<file path="src/pkg/bm_cmd_cfg.svh">
/*
 Constants for the bus-master command control block: register offsets,
 field positions, reset values.
 Assumes inclusion by bare name from the package and the design files.
*/
`ifndef BM_CMD_CFG_SVH
`define BM_CMD_CFG_SVH
// ============================================================
// Register map (byte offsets within the channel's I/O window)
`define BM_CMD_OFFSET 4'h0
`define BM_CMD_RESET 8'h00
// ============================================================
// Command field positions
`define BM_CMD_RUN_BIT 0
`define BM_CMD_DIR_BIT 3
`define BM_CMD_IMPL_MASK 8'h09
`define BM_CMD_RSVD_ZERO 8'h00
`endif

</file>
<file path="src/pkg/bm_cmd_pkg.sv">
/*
 Types for the bus-master command control block.
 Assumes bm_cmd_cfg.svh is on the include path.
*/
package bm_cmd_pkg;
`include "bm_cmd_cfg.svh"
  // ============================================================
  // Register read and write request
  typedef struct packed {
    logic wr;
    logic rd;
    logic [3:0] addr;
    logic [7:0] wdata;
  } reg_req_type;

  // ============================================================
  // Engine control handed to the data mover
  typedef struct packed {
    logic run;
    logic dir_write;
    logic start_pulse;
    logic abort_pulse;
    logic flush;
  } engine_ctrl_type;

  typedef enum logic [1:0] {
    IDLE,
    ACTIVE,
    DONE
  } op_state_type;
endpackage

</file>
<file path="src/rtl/edge_rise.sv">
/*
 Rising edge detector for a synchronous level.
 Assumes the input is already synchronous to core_clk.
*/
`timescale 1ns/1ps
module edge_rise (
  // Clock and reset
  input wire logic core_clk,
  input wire logic rstn,
  // Level in, pulse out
  input wire logic level,
  output logic pulse
);
  logic prev_r;
  logic prev_nxt;

  always_comb begin
    prev_nxt = level;
  end

  always_ff @(posedge core_clk or negedge rstn) begin
    if (!rstn) begin
      prev_r <= 1'b0;
    end else begin
      prev_r <= prev_nxt;
    end
  end

  assign pulse = level & ~prev_r;
endmodule // edge_rise

</file>
<file path="src/rtl/ide_bus_master_command_ctrl.sv">
/*
 Command control of one bus-master IDE channel: the 8-bit command
 register, run/direction control toward the data mover, the active and
 interrupt flags.
 Assumes a byte register port synchronous to core_clk, and a data mover
 that honours run, flush and reports the end-of-table region transfer.
*/
`timescale 1ns/1ps
`include "bm_cmd_cfg.svh"
// Functional notes
// - Bit 3 selects direction, 0 reads memory, 1 writes memory, reset 0.
// - Writing one to bit 0 enables bus-master operation.
// - Start only on a 0 to 1 change of bit 0, never on a rewrite of 1.
// - Data moves only while bit 0 is one.
// - Clearing bit 0 discards all transfer state so a later start is fresh.
// - Clearing bit 0 while active and drive unfinished is an abort.
// - Active sets on start and clears after the last region or on stop.
// - Interrupt sets on a rising drive interrupt, clears on a write of one.
module ide_bus_master_command_ctrl (
  // Clock and reset
  input wire logic core_clk,
  input wire logic rstn,
  // Register port
  input wire bm_cmd_pkg::reg_req_type req,
  output logic [7:0] rdata,
  // Status interface
  input wire logic irq_clear,
  output logic transfer_in_progress_flag,
  output logic irq_flag,
  // Data mover
  input wire logic last_region_marker,
  input wire logic last_region_done,
  input wire logic drive_done,
  input wire logic drive_irq,
  output bm_cmd_pkg::engine_ctrl_type ctrl
);
  // ============================================================
  // Command register
  logic run_r, run_nxt;
  logic dir_r, dir_nxt;
  logic cmd_wr;
  logic wr_run;
  // Named so its bits can be selected; a literal cannot be indexed
  localparam logic [7:0] cmd_reset_val = `BM_CMD_RESET;

  assign cmd_wr = req.wr && (req.addr == `BM_CMD_OFFSET);
  assign wr_run = req.wdata[`BM_CMD_RUN_BIT];

  always_comb begin
    run_nxt = run_r;
    dir_nxt = dir_r;
    if (cmd_wr) begin
      run_nxt = wr_run;
      // Only bits 3 and 0 are stored; others are dropped
      dir_nxt = req.wdata[`BM_CMD_DIR_BIT];
    end
  end

  always_ff @(posedge core_clk or negedge rstn) begin
    if (!rstn) begin
      run_r <= cmd_reset_val[`BM_CMD_RUN_BIT];
      dir_r <= cmd_reset_val[`BM_CMD_DIR_BIT];
    end else begin
      run_r <= run_nxt;
      dir_r <= dir_nxt;
    end
  end

  // ============================================================
  // Start and stop edges
  logic start_evt;
  logic stop_evt;

  assign start_evt = cmd_wr && wr_run && !run_r;
  assign stop_evt = cmd_wr && !wr_run && run_r;

  // ============================================================
  // Operation state and active flag
  bm_cmd_pkg::op_state_type st_r, st_nxt;
  logic abort_nxt, abort_r;
  logic flush_nxt, flush_r;
  logic start_r;

  always_comb begin
    st_nxt = st_r;
    abort_nxt = 1'b0;
    flush_nxt = 1'b0;
    if (start_evt) begin
      st_nxt = bm_cmd_pkg::ACTIVE;
      flush_nxt = 1'b1; // Fresh start, no resume
    end else if (stop_evt) begin
      st_nxt = bm_cmd_pkg::IDLE;
      flush_nxt = 1'b1;
      abort_nxt = (st_r == bm_cmd_pkg::ACTIVE) && !drive_done;
    end else begin
      unique case (st_r)
        bm_cmd_pkg::IDLE: begin
        end
        bm_cmd_pkg::ACTIVE: begin
          if (last_region_done && last_region_marker) begin
            st_nxt = bm_cmd_pkg::DONE;
          end
        end
        bm_cmd_pkg::DONE: begin
        end
        default: begin
          st_nxt = bm_cmd_pkg::IDLE;
        end
      endcase
    end
  end

  always_ff @(posedge core_clk or negedge rstn) begin
    if (!rstn) begin
      st_r <= bm_cmd_pkg::IDLE;
      abort_r <= 1'b0;
      flush_r <= 1'b0;
      start_r <= 1'b0;
    end else begin
      st_r <= st_nxt;
      abort_r <= abort_nxt;
      flush_r <= flush_nxt;
      start_r <= start_evt;
    end
  end

  assign transfer_in_progress_flag = (st_r == bm_cmd_pkg::ACTIVE);

  // ============================================================
  // Interrupt flag; a new edge wins over a same-cycle clear
  logic irq_edge;
  logic irq_r, irq_nxt;

  edge_rise u_irq_edge (
    .core_clk(core_clk),
    .rstn(rstn),
    .level(drive_irq),
    .pulse(irq_edge)
  );

  always_comb begin
    irq_nxt = irq_r;
    if (irq_clear) begin
      irq_nxt = 1'b0;
    end
    if (irq_edge) begin
      irq_nxt = 1'b1;
    end
  end

  always_ff @(posedge core_clk or negedge rstn) begin
    if (!rstn) begin
      irq_r <= 1'b0;
    end else begin
      irq_r <= irq_nxt;
    end
  end

  assign irq_flag = irq_r;

  // ============================================================
  // Mover control; run drops the same cycle stop is stored
  always_comb begin
    ctrl.run = run_r && (st_r == bm_cmd_pkg::ACTIVE);
    ctrl.dir_write = dir_r;
    ctrl.start_pulse = start_r;
    ctrl.abort_pulse = abort_r;
    ctrl.flush = flush_r;
  end

  // ============================================================
  // Read data; reserved positions forced to zero
  logic [7:0] rdata_r, rdata_nxt;

  always_comb begin
    rdata_nxt = `BM_CMD_RSVD_ZERO;
    if (req.rd && (req.addr == `BM_CMD_OFFSET)) begin
      rdata_nxt[`BM_CMD_RUN_BIT] = run_r;
      rdata_nxt[`BM_CMD_DIR_BIT] = dir_r;
    end
  end

  always_ff @(posedge core_clk or negedge rstn) begin
    if (!rstn) begin
      rdata_r <= `BM_CMD_RESET;
    end else begin
      rdata_r <= rdata_nxt;
    end
  end

  assign rdata = rdata_r;
endmodule // ide_bus_master_command_ctrl

</file>
<file path="config.mk">
export PLATFORM = sky130hd
export DESIGN_NAME = ide_bus_master_command_ctrl
export DESIGN_NICKNAME = d
export VERILOG_FILES = /design/src/pkg/bm_cmd_pkg.sv /design/src/rtl/edge_rise.sv /design/src/rtl/ide_bus_master_command_ctrl.sv
export VERILOG_INCLUDE_DIRS = /design/src /design/src/pkg
export SDC_FILE = /design/constraint.sdc
export NUM_CORES = 1
export LEC_CHECK = 0
export BUFFER_PORTS_ARGS = -buffer_cell sky130_fd_sc_hd__clkbuf_2
export CAP_MARGIN = 20
export CORE_MARGIN = 10
export CORE_UTILIZATION = 42
export CTS_CLUSTER_DIAMETER = 120
export CTS_CLUSTER_SIZE = 10
export DETAILED_ROUTE_END_ITERATION = 8
export PLACE_DENSITY = 0.8
export SYNTH_ARGS = -nofsm -noshare
export SYNTH_HDL_FRONTEND = slang
export SYNTH_HIERARCHICAL = 1
export SYNTH_SLANG_ARGS = --single-unit
</file>
<file path="constraint.sdc">
create_clock -name core_clk -period 1.6 [get_ports core_clk]
set_input_delay 0.24 -clock core_clk [delete_from_list [all_inputs] [get_ports core_clk]]
set_output_delay 0.24 -clock core_clk [all_outputs]
set_load 0.02 [all_outputs]
</file>
---- Word level (Yosys, flattened, before mapping) ----
Index checks and enable logic that the tools add are counted.
storage, ports and cells
  logic and storage cells ................. 44
  output and inout bits ................... 15
  bits in registers ....................... 11
cells by class
  bitwise logic cells ..................... 2
  reductions and logical operators ........ 17
  muxes and demuxes ....................... 12
  equal/unequal tests ..................... 4
operator list
  kind                                                   count
  logical AND 1 bit                                      9
  two-way mux 1 bit                                      8
  two-way mux 2 bit                                      3
  zero test 4 bit                                        1
  inequality test 4 x 1 -> 1 bit, second input constant  1
  case mux 2 bit (2 select lines)                        1
  zero test 1 bit                                        3
  inequality test 3 x 1 -> 1 bit, second input constant  1
  equality test 2 x 1 -> 1 bit, second input constant    1
  equality test 2 bit, second input constant             1
  zero test 2 bit                                        1
  AND reduction 2 bit                                    1
  nonzero test 2 bit                                     1
  OR reduction 2 bit                                     1
  AND 1 bit                                              1
  inverter 1 bit                                         1

---- Logic depth before layout (Yosys ltp) ----
  depth after elaboration ................. 6
  gate-level depth with buffers ........... 3
  gate-level depth less buffers ........... 3

---- Cells and area by module ----
Netlist, hierarchy kept.
modules (own cells, without submodules)
  module                       area an instance (um2)  cells an instance  instances
  ide_bus_master_command_ctrl  513.0                   47                 1
  edge_rise                    38.8                    2                  1

---- Worst setup path before layout ----
Ideal clock, no wire load.
  path kind ............................... register to register
  from .................................... reg st_r[1]
  to ...................................... reg abort_r
  slack ................................... 0.147 ns
  path buffers ............................ 0
  stages on the path, launching flop included .. 4
  data arrival time ....................... 1.358 ns
  path through ............................ dfrtp_1 -> nor2b_1 -> and2_1 -> nor4b_2
on the way
  cells in the longest elaborated chain, start to end .. 4
ends and longest elaborated chain
  what                                 RTL line                            RTL
  from (decl)                          ide_bus_master_command_ctrl.sv:79   bm_cmd_pkg::op_state_type st_r, st_nxt;
  from (signal assigned)               ide_bus_master_command_ctrl.sv:115  st_r <= bm_cmd_pkg::IDLE;
  from (signal assigned)               ide_bus_master_command_ctrl.sv:120  st_r <= st_nxt;
  equality test 2 x 1 -> 1 bit         --
  named net transfer_in_progress_flag  ide_bus_master_command_ctrl.sv:28   output logic transfer_in_progress_flag,
  logical AND 1 bit                    ide_bus_master_command_ctrl.sv:94   abort_nxt = (st_r == bm_cmd_pkg::ACTIVE) && !drive_done;
  two-way mux 1 bit                    ide_bus_master_command_ctrl.sv:91   end else if (stop_evt) begin
  two-way mux 1 bit                    ide_bus_master_command_ctrl.sv:88   if (start_evt) begin
  named net abort_nxt                  ide_bus_master_command_ctrl.sv:80   logic abort_nxt, abort_r;
  to (signal assigned)                 ide_bus_master_command_ctrl.sv:121  abort_r <= abort_nxt;
  to (decl)                            ide_bus_master_command_ctrl.sv:80
The timed path passes the listed nets, and every way through them passes these cells.
A chain may end at the register's enable or synchronous reset.

==> flow_summary_export.csv <==
group,metric,value,unit
synth,synth_top_area_cell,"dfrtp_1",
place,place_congestion,0.740,
clock_network,cts_hold_buf,1,
setup_path,reg2reg_depth,3,
clock_network,cts_made_buffers,3,
clock_network,clk_pin_slew_worst_paths,60,ps
clock_network,cts_tree,"built",
pwr,peakVddDrop,409,uV
grt,grt_use_met1,0.0757,
final_layout,n_antenna_cell,0,
hold_path,hold_path.class,"primary input to flip-flop",
synth,ys_seq_area_frac,0.499,
die,fp.dieH,56.2,microns
route,finalWirelength,1180,microns
route,firstDrtPassIters,2,
pwr,p_comb_frac,0.254,
setup_path,crit_arrival,1140,ps
pwr,seqPwrFrac,0.485,
final_layout,fin_nets,95,
die,io-pin-count,36,
pwr,internal_power,0.000488,W
timing,fin_tns_setup,0,ps
synth,synth_ff_type,"dfrtp_1",
die,die-area,0.00316,sq mm
route,via_per_inst,4.70,
setup_path,crit_chain,"nor2b_1 > and2_1 > clkbuf_2",
timing,period_share,0.866,
clock_network,root_buffer,"clkbuf_4",
grt,grt_use_met3,0.0205,
clock_network,clockBufferDepth,2,
final_layout,multiInputGateArea,209,sq um
pwr,p_clk_frac,0.261,
final_layout,layout-drive-gt1-share,0.466,
route,drcViolationCount,0,
route,drtIter0Drc,3,
final_layout,stdcell_area,673,sq um
timing,holdWs,109,ps
clock_network,cts_sinks,11,
die,initial_core_util,0.435,
timing,period_minus_slack,1380,ps
synth,synth_cell_types,25,
grt,grt_pass1_vias,479,
grt,busiest_layer,"met2",
synth,synth_area_per_cell,11.3,sq um
timing,rsz0062_at_grt,"no",
timing,final_hold_viol_count,0,
timing,finalClockSkew,1.02,ps
route,postRouteAntennaNets,0,
final_layout,fin_util,0.531,
pwr,p_per_area,1040,mW/mm^2
final_layout,final_cell_count_no_fill,88,
synth,yosysWarnings,6,
setup_path,crit_type,"flip-flop to primary output",
synth,synthAdderAreaFrac,0,
pwr,power_switching,0.000212,W
final_layout,seqCellArea,275,sq um
grt,grt_max_degree,12,
die,rows,13,
flow_run,cap_violations,0,
timing,max_freq,722,MHz
synth,synth_compound_area_frac,0.0794,
route,via_count,414,
place,dp.cells,83,
synth,synth-simple-area-share,0.222,
final_layout,areaGrowthSynthToFinish,22.0,%
final_layout,fill_cells,127,
synth,syn_area,552,sq um
synth,synth_edf_count,0,
clock_network,htree_levels,1,
synth,synthCells,49,
grt,grt_pass1_wl,1990,microns
setup_path,end_kind,"primary output",
synth,synthMuxAreaShare,0.0204,
synth,async_flop_share,1.00,
grt,overflow,0,
synth,synthXorXnorAreaFrac,0.0159,
die,core,0.00127,sq mm
synth,synth_area_leaders,"dfrtp_1 50%, buf_4 14%, nor4b_2 2.7%",
clock_network,insertion_delay,260,ps
route,wl_per_cell,13.4,microns
grt,antenna_found_initial,0,
synth,synth_top_family_by_area,"simple AND/OR/NAND/NOR gates",
clock_network,post_cts_buffers,0,
timing,slew_viol_final,0,
setup_path,cp_slowest_cell,"dfrtp_1",
timing,setup_violations,0,
clock_network,post_cts_resized,0,
setup_path,start_kind,"flip-flop",
grt,grt_util_met2,0.136,
setup_path,crit_required,1360,ps
synth,synth_top_area_share,0.499,
run_status,outcome,"finished, final reports clean",
place,portBuffers,23,
setup_path,critPathMaxStageDelay,380,ps
hold_path,holdPathStages,1,
pwr,cellLeakagePower,0.367,nW
pwr,swShare,0.303,
die,floorplan.die.width,56.2,microns
grt,grt_usage,0.0784,
place,placed_area,637,sq um
setup_path,worstPathMaxFanout,2,
synth,synth-seq-cells,11,
## power by group through the flow
stage	Clock (W)	Sequential, W	Combinational, W
5_1_grt	0.000199	0.000344	0.000198
2_1_floorplan	0	0.000342	0.000124
3_3_place_gp	0	0.000342	0.000172
6_report	0.000183	0.000339	0.000178
4_1_cts	0.000189	0.000340	0.000181
3_5_place_dp	0	0.000345	0.000178
## final timing paths
path                           start           endpoint  slack [ps]
min in group asynchronous       rstn            st_r[1]         390
max                          st_r[1]            ctrl[4]         220
min                        drive_irq  u_irq_edge/prev_r         110
max in group asynchronous       rstn            start_r        1010
min reg2reg                 irq_flag           irq_flag         500
max reg2reg                  st_r[1]            abort_r         620
## cell usage in the layout, fill, tap and decap left out
cell type	count
clkbuf_2	23
dfrtp_1	11
conb_1	6
inv_1	3
clkbuf_4	3
and3_1	2
nand3_1	2
nand2_1	2
nor4_2	1
nand2_2	1
nor3_1	1
nor2b_1	1
and2_1	1
or4_4	1
xnor2_1	1
nor3_2	1
nor4b_2	1
o21ai_0	1
o21ai_1	1
mux2_1	1
nand2b_1	1
a21oi_1	1
a21o_1	1
o211ai_2	1
o311ai_1	1
clkbuf_1	1
dlygate4sd3_1	1
buf_4	1
nor2b_4	1
## worst max-delay path: cells and delay by family, from the launching register on
kind                   cells  cell delay (ps)
DFF                        1              380
and+or+nand+nor            2              340
buffers and inverters      1              170
## sequential cells by signal, indices dropped and copies added, names as in the netlist
register           cells
irq_flag               1
abort_r                1
start_r                1
st_r                   2
run_r                  1
flush_r                1
dir_r                  1
rdata                  2
u_irq_edge/prev_r      1
## metrics by stage
| step | setup slack, ps | power, W |
|---|---|---|
| after floorplan | 147 | 0.000467 |
| after CTS | 207 | 0.000709 |
| after detailed placement | 250 | 0.000523 |
| final | 215 | 0.000699 |
| after global placement | 268 | 0.000514 |
| after global routing | 140 | 0.000741 |
## synthesized netlist by cell type, types with 2 or more instances
library cell and number:
nand3_1 2, dfrtp_1 11, and3_1 2, nand2_1 2, buf_4 10, inv_1 3
## cells by family (layout without fill, tap and decap cells)
logic type                after synthesis  in the layout
and+or+nand+nor                        16             16
buffers and inverters                  13             32
muxes                                   1              1
DFF                                    11             11
other                                   1              6
xor gates and xnor gates                1              1
AOI/OAI and AO/OA                       6              6
## layer usage
metal / part of all wire / vias up
li1: - / 198
met1: 0.39 / 192
met2: 0.53 / 20
met3: 0.055 / 4
met4: 0.027 / 0
met5: 0 / -
## area by class of cell
type	count	share of cell area
clock buffers	4	0.0390
well taps	15	0.0279
multi-input cells	30	0.310
repair buffers	25	0.197
inverters	3	0.0167
flip-flops and latches	11	0.409
No activity file was read; power rests on OpenSTA's default activity.
